### src/hdl/asal_pkg.sv
// Package for the analyzer status and alarm logic.
// Assumes a single 250 MHz clock domain and synchronous inputs.
package asal_pkg;

  // ---------------------------------------------------------------
  // Register map
  // ---------------------------------------------------------------
  localparam logic [3:0] ASAL_ADDR_CTRL   = 4'h0;
  localparam logic [3:0] ASAL_ADDR_SET1   = 4'h1;
  localparam logic [3:0] ASAL_ADDR_SET2   = 4'h2;
  localparam logic [3:0] ASAL_ADDR_STATE  = 4'h3;
  localparam logic [3:0] ASAL_ADDR_IRQ_ST = 4'h4;
  localparam logic [3:0] ASAL_ADDR_IRQ_MK = 4'h5;
  localparam logic [3:0] ASAL_ADDR_CLEAR  = 4'h6;

  // Control register field positions.
  localparam int ASAL_CTRL_AUTO_RANGE = 0;
  localparam int ASAL_CTRL_TWIN_RANGE = 1;
  localparam int ASAL_CTRL_SERVICE    = 2;
  localparam int ASAL_CTRL_EN1        = 3;
  localparam int ASAL_CTRL_EN2        = 4;
  localparam int ASAL_CTRL_ROUTE1     = 5;
  localparam int ASAL_CTRL_ROUTE2     = 6;
  localparam int ASAL_CTRL_UPPER_SEL  = 7;

  // Reset values.
  localparam logic [7:0]  ASAL_CTRL_RST = 8'h00;
  localparam logic [15:0] ASAL_SET_RST  = 16'hFFFF;
  localparam logic [3:0]  ASAL_MASK_RST = 4'h0;

  // Debounce time and cycles at 250 MHz.
  localparam int ASAL_CLK_MHZ      = 250;
  localparam int ASAL_DEBOUNCE_US  = 1;
  localparam int ASAL_DEBOUNCE_CYC = ASAL_DEBOUNCE_US * ASAL_CLK_MHZ;

  // Interrupt event bit positions.
  localparam int ASAL_EV_FAULT = 0;
  localparam int ASAL_EV_WARN  = 1;
  localparam int ASAL_EV_RBASE = 2;
  localparam int ASAL_EV_RGAIN = 3;

  // Calibration modes.
  typedef enum logic [1:0] {
    ASAL_CAL_NONE = 2'b00,
    ASAL_CAL_BASE = 2'b01,
    ASAL_CAL_GAIN = 2'b10
  } asal_cal_t;

  // Discrete status outputs travelling together.
  typedef struct packed {
    logic health_good;
    logic reading_trustworthy;
    logic upper_scale_flag;
    logic baseline_trim_active;
    logic gain_trim_active;
    logic service_test_active;
  } asal_status_t;

  // Relay drive group.
  typedef struct packed {
    logic health_relay;
    logic conc_relay1;
    logic conc_relay2;
    logic range_relay;
  } asal_relay_t;

endpackage

### src/hdl/asal_top.sv
// Status output, remote calibration and alarm relay logic of a gas
// analyzer. Assumes a single clock, synchronous inputs, and that the
// measurement core supplies fault, warning, concentration and range.
//
// Behaviour
// - health_good is on only while no fault is present.
// - reading_trustworthy off during holdoff, calibration or invalidating fault.
// - reading_trustworthy on when the measurement is judged valid.
// - upper_scale_flag on in upper range under twin or automatic range.
// - Trim and service outputs follow baseline, gain and diagnostic modes.
// - Remote baseline request enters baseline calibration, flagged remote.
// - Remote gain request enters midpoint gain calibration, flagged remote.
// - Health relay energized while healthy and no warning active.
// - Health relay drops on any warning or in diagnostic mode.
// - With both route bits clear, relay two follows first set point, relay three the second.
// - Concentration relays follow the comparison without latching.
// - Front-panel warning latches on crossing until explicitly cleared.
// - Warning clears by clear_key or by remote serial clear command.
// - Two enableable alarm levels, each routable to either relay.
// - Range relay follows range bit under automatic range select.
`timescale 1ns/10ps
module asal_top
  import asal_pkg::*;
#(
  parameter int CW       = 16,
  parameter int DEB_CYC  = ASAL_DEBOUNCE_CYC
)
(
  input  wire logic          clk,
  input  wire logic          reset_n,
  // Measurement core.
  input  wire logic          fault_any,
  input  wire logic          invalid_fault,
  input  wire logic          warning_any,
  input  wire logic          validity_holdoff,
  input  wire logic          reading_valid,
  input  wire logic          upper_range,
  input  wire logic [CW-1:0] concentration,
  input  wire logic          local_base_cal,
  input  wire logic          local_gain_cal,
  input  wire logic          cal_done,
  // Operator and remote party.
  input  wire logic          clear_key,
  input  wire logic          remote_baseline_request,
  input  wire logic          remote_gain_request,
  // Register port.
  input  wire logic [3:0]    reg_addr,
  input  wire logic [31:0]   reg_wdata,
  input  wire logic          reg_wr,
  input  wire logic          reg_rd,
  output logic [31:0]        reg_rdata,
  // Outputs.
  output asal_status_t       status,
  output asal_relay_t        relays,
  output logic               panel_warning,
  output logic               cal_remote,
  output logic               irq
);

  // ---------------------------------------------------------------
  // Registers
  // ---------------------------------------------------------------
  logic [7:0]    ctrl_q, ctrl_d;
  logic [CW-1:0] set1_q, set1_d;
  logic [CW-1:0] set2_q, set2_d;
  logic [3:0]    ist_q, ist_d;
  logic [3:0]    imk_q, imk_d;
  logic [31:0]   rdata_q, rdata_d;
  logic          irq_q, irq_d;
  logic          serial_clear;

  // Serial-port clear command arrives as a write to the clear register.
  assign serial_clear = reg_wr && (reg_addr == ASAL_ADDR_CLEAR) && reg_wdata[0];

  // ---------------------------------------------------------------
  // Remote request conditioning
  // ---------------------------------------------------------------
  logic rb_lvl, rb_rise, rg_lvl, rg_rise;

  asal_debounce #(.COUNT(DEB_CYC)) u_deb_base (
    .clk     (clk),
    .reset_n (reset_n),
    .din     (remote_baseline_request),
    .dout    (rb_lvl),
    .rise    (rb_rise)
  );

  asal_debounce #(.COUNT(DEB_CYC)) u_deb_gain (
    .clk     (clk),
    .reset_n (reset_n),
    .din     (remote_gain_request),
    .dout    (rg_lvl),
    .rise    (rg_rise)
  );

  // ---------------------------------------------------------------
  // Calibration mode
  // ---------------------------------------------------------------
  asal_cal_t cal_q, cal_d;
  logic      remote_q, remote_d;

  // Baseline wins if both requests rise together; a remote request held
  // high keeps the mode until it drops, a local one until cal_done.
  always_comb
  begin
    cal_d    = cal_q;
    remote_d = remote_q;
    unique case (cal_q)
      ASAL_CAL_NONE:
      begin
        if (rb_rise)
        begin
          cal_d    = ASAL_CAL_BASE;
          remote_d = 1'b1;
        end
        else if (rg_rise)
        begin
          cal_d    = ASAL_CAL_GAIN;
          remote_d = 1'b1;
        end
        else if (local_base_cal)
        begin
          cal_d    = ASAL_CAL_BASE;
          remote_d = 1'b0;
        end
        else if (local_gain_cal)
        begin
          cal_d    = ASAL_CAL_GAIN;
          remote_d = 1'b0;
        end
      end
      ASAL_CAL_BASE:
      begin
        if (remote_q ? !rb_lvl : cal_done)
        begin
          cal_d    = ASAL_CAL_NONE;
          remote_d = 1'b0;
        end
      end
      ASAL_CAL_GAIN:
      begin
        if (remote_q ? !rg_lvl : cal_done)
        begin
          cal_d    = ASAL_CAL_NONE;
          remote_d = 1'b0;
        end
      end
      default:
      begin
        cal_d    = ASAL_CAL_NONE;
        remote_d = 1'b0;
      end
    endcase
  end

  always_ff @(posedge clk or negedge reset_n)
  begin
    if (!reset_n)
    begin
      cal_q    <= ASAL_CAL_NONE;
      remote_q <= 1'b0;
    end
    else
    begin
      cal_q    <= cal_d;
      remote_q <= remote_d;
    end
  end

  // ---------------------------------------------------------------
  // Concentration alarms
  // ---------------------------------------------------------------
  logic lvl1, lvl2;
  logic warn_q, warn_d;

  asal_thresh #(.W(CW)) u_lvl1 (
    .enable   (ctrl_q[ASAL_CTRL_EN1]),
    .conc     (concentration),
    .setpoint (set1_q),
    .above    (lvl1)
  );

  asal_thresh #(.W(CW)) u_lvl2 (
    .enable   (ctrl_q[ASAL_CTRL_EN2]),
    .conc     (concentration),
    .setpoint (set2_q),
    .above    (lvl2)
  );

  // A route bit of 0 puts a level on its own relay, 1 on the other, so
  // both levels may share one relay or be split.
  logic r2_on, r3_on;
  always_comb
  begin
    r2_on = (lvl1 & ~ctrl_q[ASAL_CTRL_ROUTE1]) |
            (lvl2 &  ctrl_q[ASAL_CTRL_ROUTE2]);
    r3_on = (lvl2 & ~ctrl_q[ASAL_CTRL_ROUTE2]) |
            (lvl1 &  ctrl_q[ASAL_CTRL_ROUTE1]);
    // A new crossing wins over a clear in the same cycle.
    warn_d = (lvl1 | lvl2) ? 1'b1 :
             ((clear_key | serial_clear) ? 1'b0 : warn_q);
  end

  // ---------------------------------------------------------------
  // Status outputs and relays
  // ---------------------------------------------------------------
  asal_status_t st_d;
  asal_relay_t  rl_d;
  logic         range_mode;

  assign range_mode = ctrl_q[ASAL_CTRL_AUTO_RANGE] | ctrl_q[ASAL_CTRL_TWIN_RANGE];

  always_comb
  begin
    st_d.health_good          = ~fault_any;
    st_d.reading_trustworthy  = reading_valid & ~validity_holdoff &
                                (cal_q == ASAL_CAL_NONE) &
                                ~invalid_fault;
    st_d.upper_scale_flag     = range_mode & upper_range;
    st_d.baseline_trim_active = (cal_q == ASAL_CAL_BASE);
    st_d.gain_trim_active     = (cal_q == ASAL_CAL_GAIN);
    st_d.service_test_active  = ctrl_q[ASAL_CTRL_SERVICE];
    rl_d.health_relay = ~fault_any & ~warning_any & ~warn_d &
                        ~ctrl_q[ASAL_CTRL_SERVICE];
    rl_d.conc_relay1  = r2_on;
    rl_d.conc_relay2  = r3_on;
    rl_d.range_relay  = ctrl_q[ASAL_CTRL_AUTO_RANGE] & upper_range;
  end

  // ---------------------------------------------------------------
  // Register port and interrupt
  // ---------------------------------------------------------------
  // Events: fault onset, warning latch, remote baseline, remote gain.
  logic [3:0] ev;
  // Fault onset compares against the registered health flag, so a fault
  // already present in the first cycle after reset raises no event.
  assign ev = {(cal_d == ASAL_CAL_GAIN) & remote_d & (cal_q != ASAL_CAL_GAIN),
               (cal_d == ASAL_CAL_BASE) & remote_d & (cal_q != ASAL_CAL_BASE),
               warn_d & ~warn_q,
               fault_any & status.health_good};

  always_comb
  begin
    ctrl_d  = ctrl_q;
    set1_d  = set1_q;
    set2_d  = set2_q;
    imk_d   = imk_q;
    ist_d   = ist_q;
    rdata_d = 32'h0000_0000;
    if (reg_wr)
    begin
      unique case (reg_addr)
        ASAL_ADDR_CTRL:   ctrl_d = reg_wdata[7:0];
        ASAL_ADDR_SET1:   set1_d = reg_wdata[CW-1:0];
        ASAL_ADDR_SET2:   set2_d = reg_wdata[CW-1:0];
        ASAL_ADDR_IRQ_ST: ist_d  = ist_q & ~reg_wdata[3:0];
        ASAL_ADDR_IRQ_MK: imk_d  = reg_wdata[3:0];
        default:          ctrl_d = ctrl_q;
      endcase
    end
    ist_d = ist_d | ev;  // Set wins over a write-one clear.
    if (reg_rd)
    begin
      unique case (reg_addr)
        ASAL_ADDR_CTRL:   rdata_d = {24'h000000, ctrl_q};
        ASAL_ADDR_SET1:   rdata_d = 32'(set1_q);
        ASAL_ADDR_SET2:   rdata_d = 32'(set2_q);
        ASAL_ADDR_STATE:  rdata_d = {20'h00000, relays, warn_q, remote_q,
                                     status[5:0]};
        ASAL_ADDR_IRQ_ST: rdata_d = {28'h0000000, ist_q};
        ASAL_ADDR_IRQ_MK: rdata_d = {28'h0000000, imk_q};
        default:          rdata_d = 32'h0000_0000;
      endcase
    end
    irq_d = |(ist_d & imk_d);
  end

  always_ff @(posedge clk or negedge reset_n)
  begin
    if (!reset_n)
    begin
      ctrl_q        <= ASAL_CTRL_RST;
      set1_q        <= ASAL_SET_RST[CW-1:0];
      set2_q        <= ASAL_SET_RST[CW-1:0];
      ist_q         <= 4'h0;
      imk_q         <= ASAL_MASK_RST;
      rdata_q       <= 32'h0000_0000;
      irq_q         <= 1'b0;
      warn_q        <= 1'b0;
      status        <= '0;
      relays        <= '0;
    end
    else
    begin
      ctrl_q        <= ctrl_d;
      set1_q        <= set1_d;
      set2_q        <= set2_d;
      ist_q         <= ist_d;
      imk_q         <= imk_d;
      rdata_q       <= rdata_d;
      irq_q         <= irq_d;
      warn_q        <= warn_d;
      status        <= st_d;
      relays        <= rl_d;
    end
  end

  assign reg_rdata     = rdata_q;
  assign irq           = irq_q;
  assign panel_warning = warn_q;
  assign cal_remote    = remote_q;

endmodule

### src/hdl/asal_debounce.sv
// Two-flop synchroniser followed by a stability debouncer.
// Assumes one clock; output changes only after a stable input run.
`timescale 1ns/10ps
module asal_debounce
  import asal_pkg::*;
#(
  parameter int COUNT = ASAL_DEBOUNCE_CYC
)
(
  input  wire logic clk,
  input  wire logic reset_n,
  input  wire logic din,
  output logic      dout,
  output logic      rise
);

  localparam int CW = $clog2(COUNT + 1);

  logic          s1_q;
  logic          s2_q;
  logic          out_q;
  logic          out_d;
  logic [CW-1:0] cnt_q;
  logic [CW-1:0] cnt_d;

  // ---------------------------------------------------------------
  // Filter
  // ---------------------------------------------------------------
  // The count restarts whenever the synced level matches the output,
  // so a glitch shorter than the window never reaches the mode logic.
  always_comb
  begin
    out_d = out_q;
    cnt_d = '0;
    if (s2_q != out_q)
    begin
      if (cnt_q == CW'(COUNT - 1))
        out_d = s2_q;
      else
        cnt_d = cnt_q + CW'(1);
    end
  end

  always_ff @(posedge clk or negedge reset_n)
  begin
    if (!reset_n)
    begin
      s1_q  <= 1'b0;
      s2_q  <= 1'b0;
      out_q <= 1'b0;
      cnt_q <= '0;
    end
    else
    begin
      s1_q  <= din;
      s2_q  <= s1_q;
      out_q <= out_d;
      cnt_q <= cnt_d;
    end
  end

  assign dout = out_q;
  assign rise = out_d & ~out_q;  // One pulse per clean assertion.

endmodule

### src/hdl/asal_thresh.sv
// One concentration set point comparator with enable.
// Assumes concentration and set point share one unsigned scale.
`timescale 1ns/10ps
module asal_thresh #(
  parameter int W = 16
)
(
  input  wire logic         enable,
  input  wire logic [W-1:0] conc,
  input  wire logic [W-1:0] setpoint,
  output logic              above
);

  // A disabled level never trips, whatever its set point holds.
  assign above = enable & (conc > setpoint);

endmodule

### config.mk
export PLATFORM = sky130hd
export DESIGN_NAME = asal_top
export DESIGN_NICKNAME = d
export VERILOG_FILES = /design/src/hdl/asal_pkg.sv /design/src/hdl/asal_top.sv /design/src/hdl/asal_debounce.sv /design/src/hdl/asal_thresh.sv
export SDC_FILE = /design/constraint.sdc
export NUM_CORES = 1
export LEC_CHECK = 0
export BUFFER_PORTS_ARGS = -buffer_cell sky130_fd_sc_hd__clkbuf_2
export CORE_MARGIN = 2
export CORE_UTILIZATION = 25
export CTS_BUF_LIST = sky130_fd_sc_hd__clkbuf_8
export CTS_CLUSTER_SIZE = 14
export DETAILED_ROUTE_END_ITERATION = 8
export GPL_TIMING_DRIVEN = 0
export SYNTH_ARGS = -nofsm -noshare
export SYNTH_HDL_FRONTEND = slang
export SYNTH_SLANG_ARGS = --single-unit
### constraint.sdc
create_clock -name clk -period 2.6 [get_ports clk]
set_clock_uncertainty 0.2 [all_clocks]
set_input_delay 0.26 -clock clk [delete_from_list [all_inputs] [get_ports clk]]
set_output_delay 0.26 -clock clk [all_outputs]
set_load 0.02 [all_outputs]
==> impl_metrics.tcl <==
set metrics [dict create \
    synth_area_leaders "dfrtp_1, dfstp_2, mux2_2, ha_1, nand2_1" \
    finalHoldViolCount 0 \
    port_buffers 77 \
    drt_pass1_iterations 4 \
    cp_max_fo 4 \
    fp.dieH_um 149.1 \
    min_path_type "input port to flip-flop" \
    vias 4005 \
    layout-drive-gt1-share 0.3520 \
    seq_area_frac_synth 0.4879 \
    antenna_left 0 \
    avgSynthCellArea_um2 10.78 \
    synth_flop_cell "dfrtp_1" \
    drcViolationCount 0 \
    dp_cells 855 \
    nets 724 \
    cts_buffers 9 \
    finalMaxSlewViolations 0 \
    tightest_slew_ns 0.8410 \
    relSlewSlack 0.4314 \
    dpl_worst_slack_ns -0.09764 \
    crit_type "flip-flop to flip-flop" \
    grt_max_degree 102 \
    leakage_nw 3.036 \
    clkTransAtPathRegs_ns 0.11 \
    setup_ws_ns 0.05616 \
    wl_per_cell_um 15.22 \
    first_global_vias 3952 \
    dieArea_mm2 0.02223 \
    grt_pass1_wl_mm 21.45 \
    grt_use_total 0.1254 \
    timing.final.crit_share 0.9784 \
    cts_root_buf "clkbuf_8" \
    syn_inst 488 \
    max_freq_ghz 0.3931 \
    vias_per_cell 4.450 \
    power.total_mw 4.281 \
    ys_seq_elements 101 \
    wl_mm 13.70 \
    cap_violations 0 \
    async_reset_ff_frac 1.000 \
    fin_crit_ns 2.544 \
    antenna_cells 0 \
    hpwl_mm 10.11 \
    layout_common_cells "clkbuf_2, dfrtp_1, nand2_1" \
    core_region_area_mm2 0.02082 \
    ios 113 \
    vdd_drop_max_mv 0.2774 \
    synthesis.area_mm2 0.005263 \
    power_density_mw_per_mm2 642.4 \
    synth_top_area_frac 0.3281 \
    clkSinkCount 101 \
    die_x_um 149.1 \
    final_common_cell "clkbuf_2" \
    arrival_ns 2.62 \
    startpoint_type "flip-flop" \
    synth_warnings 0 \
    placementRows 53 \
    routabilityCongestion 0.8128 \
    drt_iter0_drc 160 \
    status "finished clean" \
    cts_tree "yes" \
    clk_path_buf_depth 2 \
    synth_edf_count 0 \
    htreeDepth 3 \
    end_kind "flip-flop" \
    grt-ovfl-total 0 \
    area_delta_synth_final_pct 26.65 \
    synth_top_cell_by_area "dfrtp_1" \
    setup_viol 0 \
    cp.required_ns 2.67 \
    initial_utilization 0.2527 \
    stdcell_count 900 \
    clkLatencyLatePin_ns 0.39 \
    antenna_found_initial 0 \
    synthDistinctLibCells 59 \
]
-- state kept, by name (all words and copies together) (netlist names) --
signal / count
u_deb_gain.cnt_q: 8
u_deb_base.s2_q: 1
set2_q: 16
panel_warning: 1
imk_q: 4
u_deb_base.dout: 1
cal_remote: 1
u_deb_gain.dout: 1
u_deb_gain.s1_q: 1
u_deb_base.s1_q: 1
cal_q: 2
ist_q: 4
relays: 4
u_deb_base.cnt_q: 8
reg_rdata: 16
status: 6
irq: 1
u_deb_gain.s2_q: 1
set1_q: 16
ctrl_q: 8
-- layout make-up --
class	count	area (um^2)
Multi-Input combinational cell	337	2547
Buffer	27	167.7
Timing Repair Buffer	106	673.1
Fill cell	2187	14160
Clock inverter	7	98.84
Inverter	38	142.6
Clock buffer	9	123.9
Tap cell	275	344.1
Sequential cell	101	2567
-- cell families (layout without fill, tap and decap cells) --
| logic type | after synthesis | count (layout) | synth area share |
|---|---|---|---|
| buffers and inverters | 65 | 187 | 0.05896 |
| adder cells (fa/ha/maj) | 36 | 36 | 0.08559 |
| AND/OR/NAND/NOR | 136 | 136 | 0.1348 |
| AO/OA/AOI/OAI | 94 | 94 | 0.1205 |
| XOR/XNOR | 12 | 12 | 0.01997 |
| multiplexers | 43 | 43 | 0.09154 |
| flip-flops | 101 | 101 | 0.4879 |
| other | 1 | 16 | 0.0007126 |
-- cells in the mapped netlist, types with 2 or more instances --
cell and n:
a31oi_1 2, nand3_1 14, o211ai_1 2, nand2_2 2, mux2i_1 2, dfstp_2 32
nand2_1 43, and3_1 4, dfrtp_1 69, nand4_1 6, a21boi_0 2, nand2b_1 5
ha_1 36, a22oi_1 19, xnor2_1 5, xor2_1 7, buf_2 5, and4_1 2
mux2_2 41, nor2b_1 8, a22o_1 9, inv_1 38, a21o_1 2, buf_4 16
clkbuf_1 6, and2_1 3, nor4b_1 2, nor2_1 30, or3_1 2, o21ai_0 19
a221oi_1 3, a21oi_1 23, o21ai_1 2, o31ai_1 2
-- power by group --
part	total (mW)	leakage, nW	switching, mW	internal, mW
Sequential	2.08	1.24	0.194	1.88
Combinational	1.08	1.69	0.572	0.504
Clock	1.13	0.110	0.582	0.547
Total	4.28	3.04	1.35	2.93
-- stage by stage --
| stage | hold WS (ns) | cell area (um^2) | utilization | setup TNS, ns |
|---|---|---|---|---|
| global placement | 0.1320 | 6048 | 0.2905 | -22.78 |
| detailed placement | 0.1416 | 6057 | 0.2909 | -0.1352 |
| global route | 0.02038 | 6665 | 0.3201 | -0.02003 |
| finish | 0.02352 | 6665 | 0.3201 | 0 |
| CTS | 0.006771 | 6560 | 0.3150 | 0 |
| floorplan | -0.2356 | 5319 | - | 0 |
-- path summary, 6_finish.rpt --
| kind | startpoint | depth (start not counted) | slack (ns) | end |
|---|---|---|---|---|
| min | reg_wdata[0] | 2 | 0.02 | ctrl_q[0] |
| min reg2reg | u_deb_base.s1_q | 0 | 0.16 | u_deb_base.s2_q |
| max | set1_q[15] | 8 | 0.06 | relays[3] |
| max in group asynchronous | reset_n | 2 | 1.28 | status[4] |
| max reg2reg | set1_q[15] | 8 | 0.06 | relays[3] |
| min in group asynchronous | reset_n | 2 | 0.26 | u_deb_gain.cnt_q[2] |
-- repair_timing --
| item | 4_1_cts | 5_1_grt |
|---|---|---|
| buffers inserted | 3 | 3 |
| endpoints found under the setup margin | 3 | 6 |
| pin swaps | 2 | 9 |
| hold buffers | 23 | 0 |
| endpoints found under the hold margin | 109 | 0 |
| resized for setup | 4 | 14 |
-- metal layers --
metal	wire, um	GRT usage	part of all wire	vias up
met5	0	0	0	-
met4	129	0.02810	0.0094	0
met3	769	0.02966	0.056	8
met2	6659	0.2088	0.49	98
met1	6141	0.1659	0.45	1945
li1	-	-	-	1954
-- critical path: stages, from the launching register on --
cell     delay [ns]
dfstp_2        0.56
inv_2          0.05
ha_4           0.27
nand4_4        0.11
or4_4          0.55
a21o_1         0.20
a31oi_4        0.21
nor2b_4        0.09
and3_4         0.18
Power figures use the tool's default switching activity.
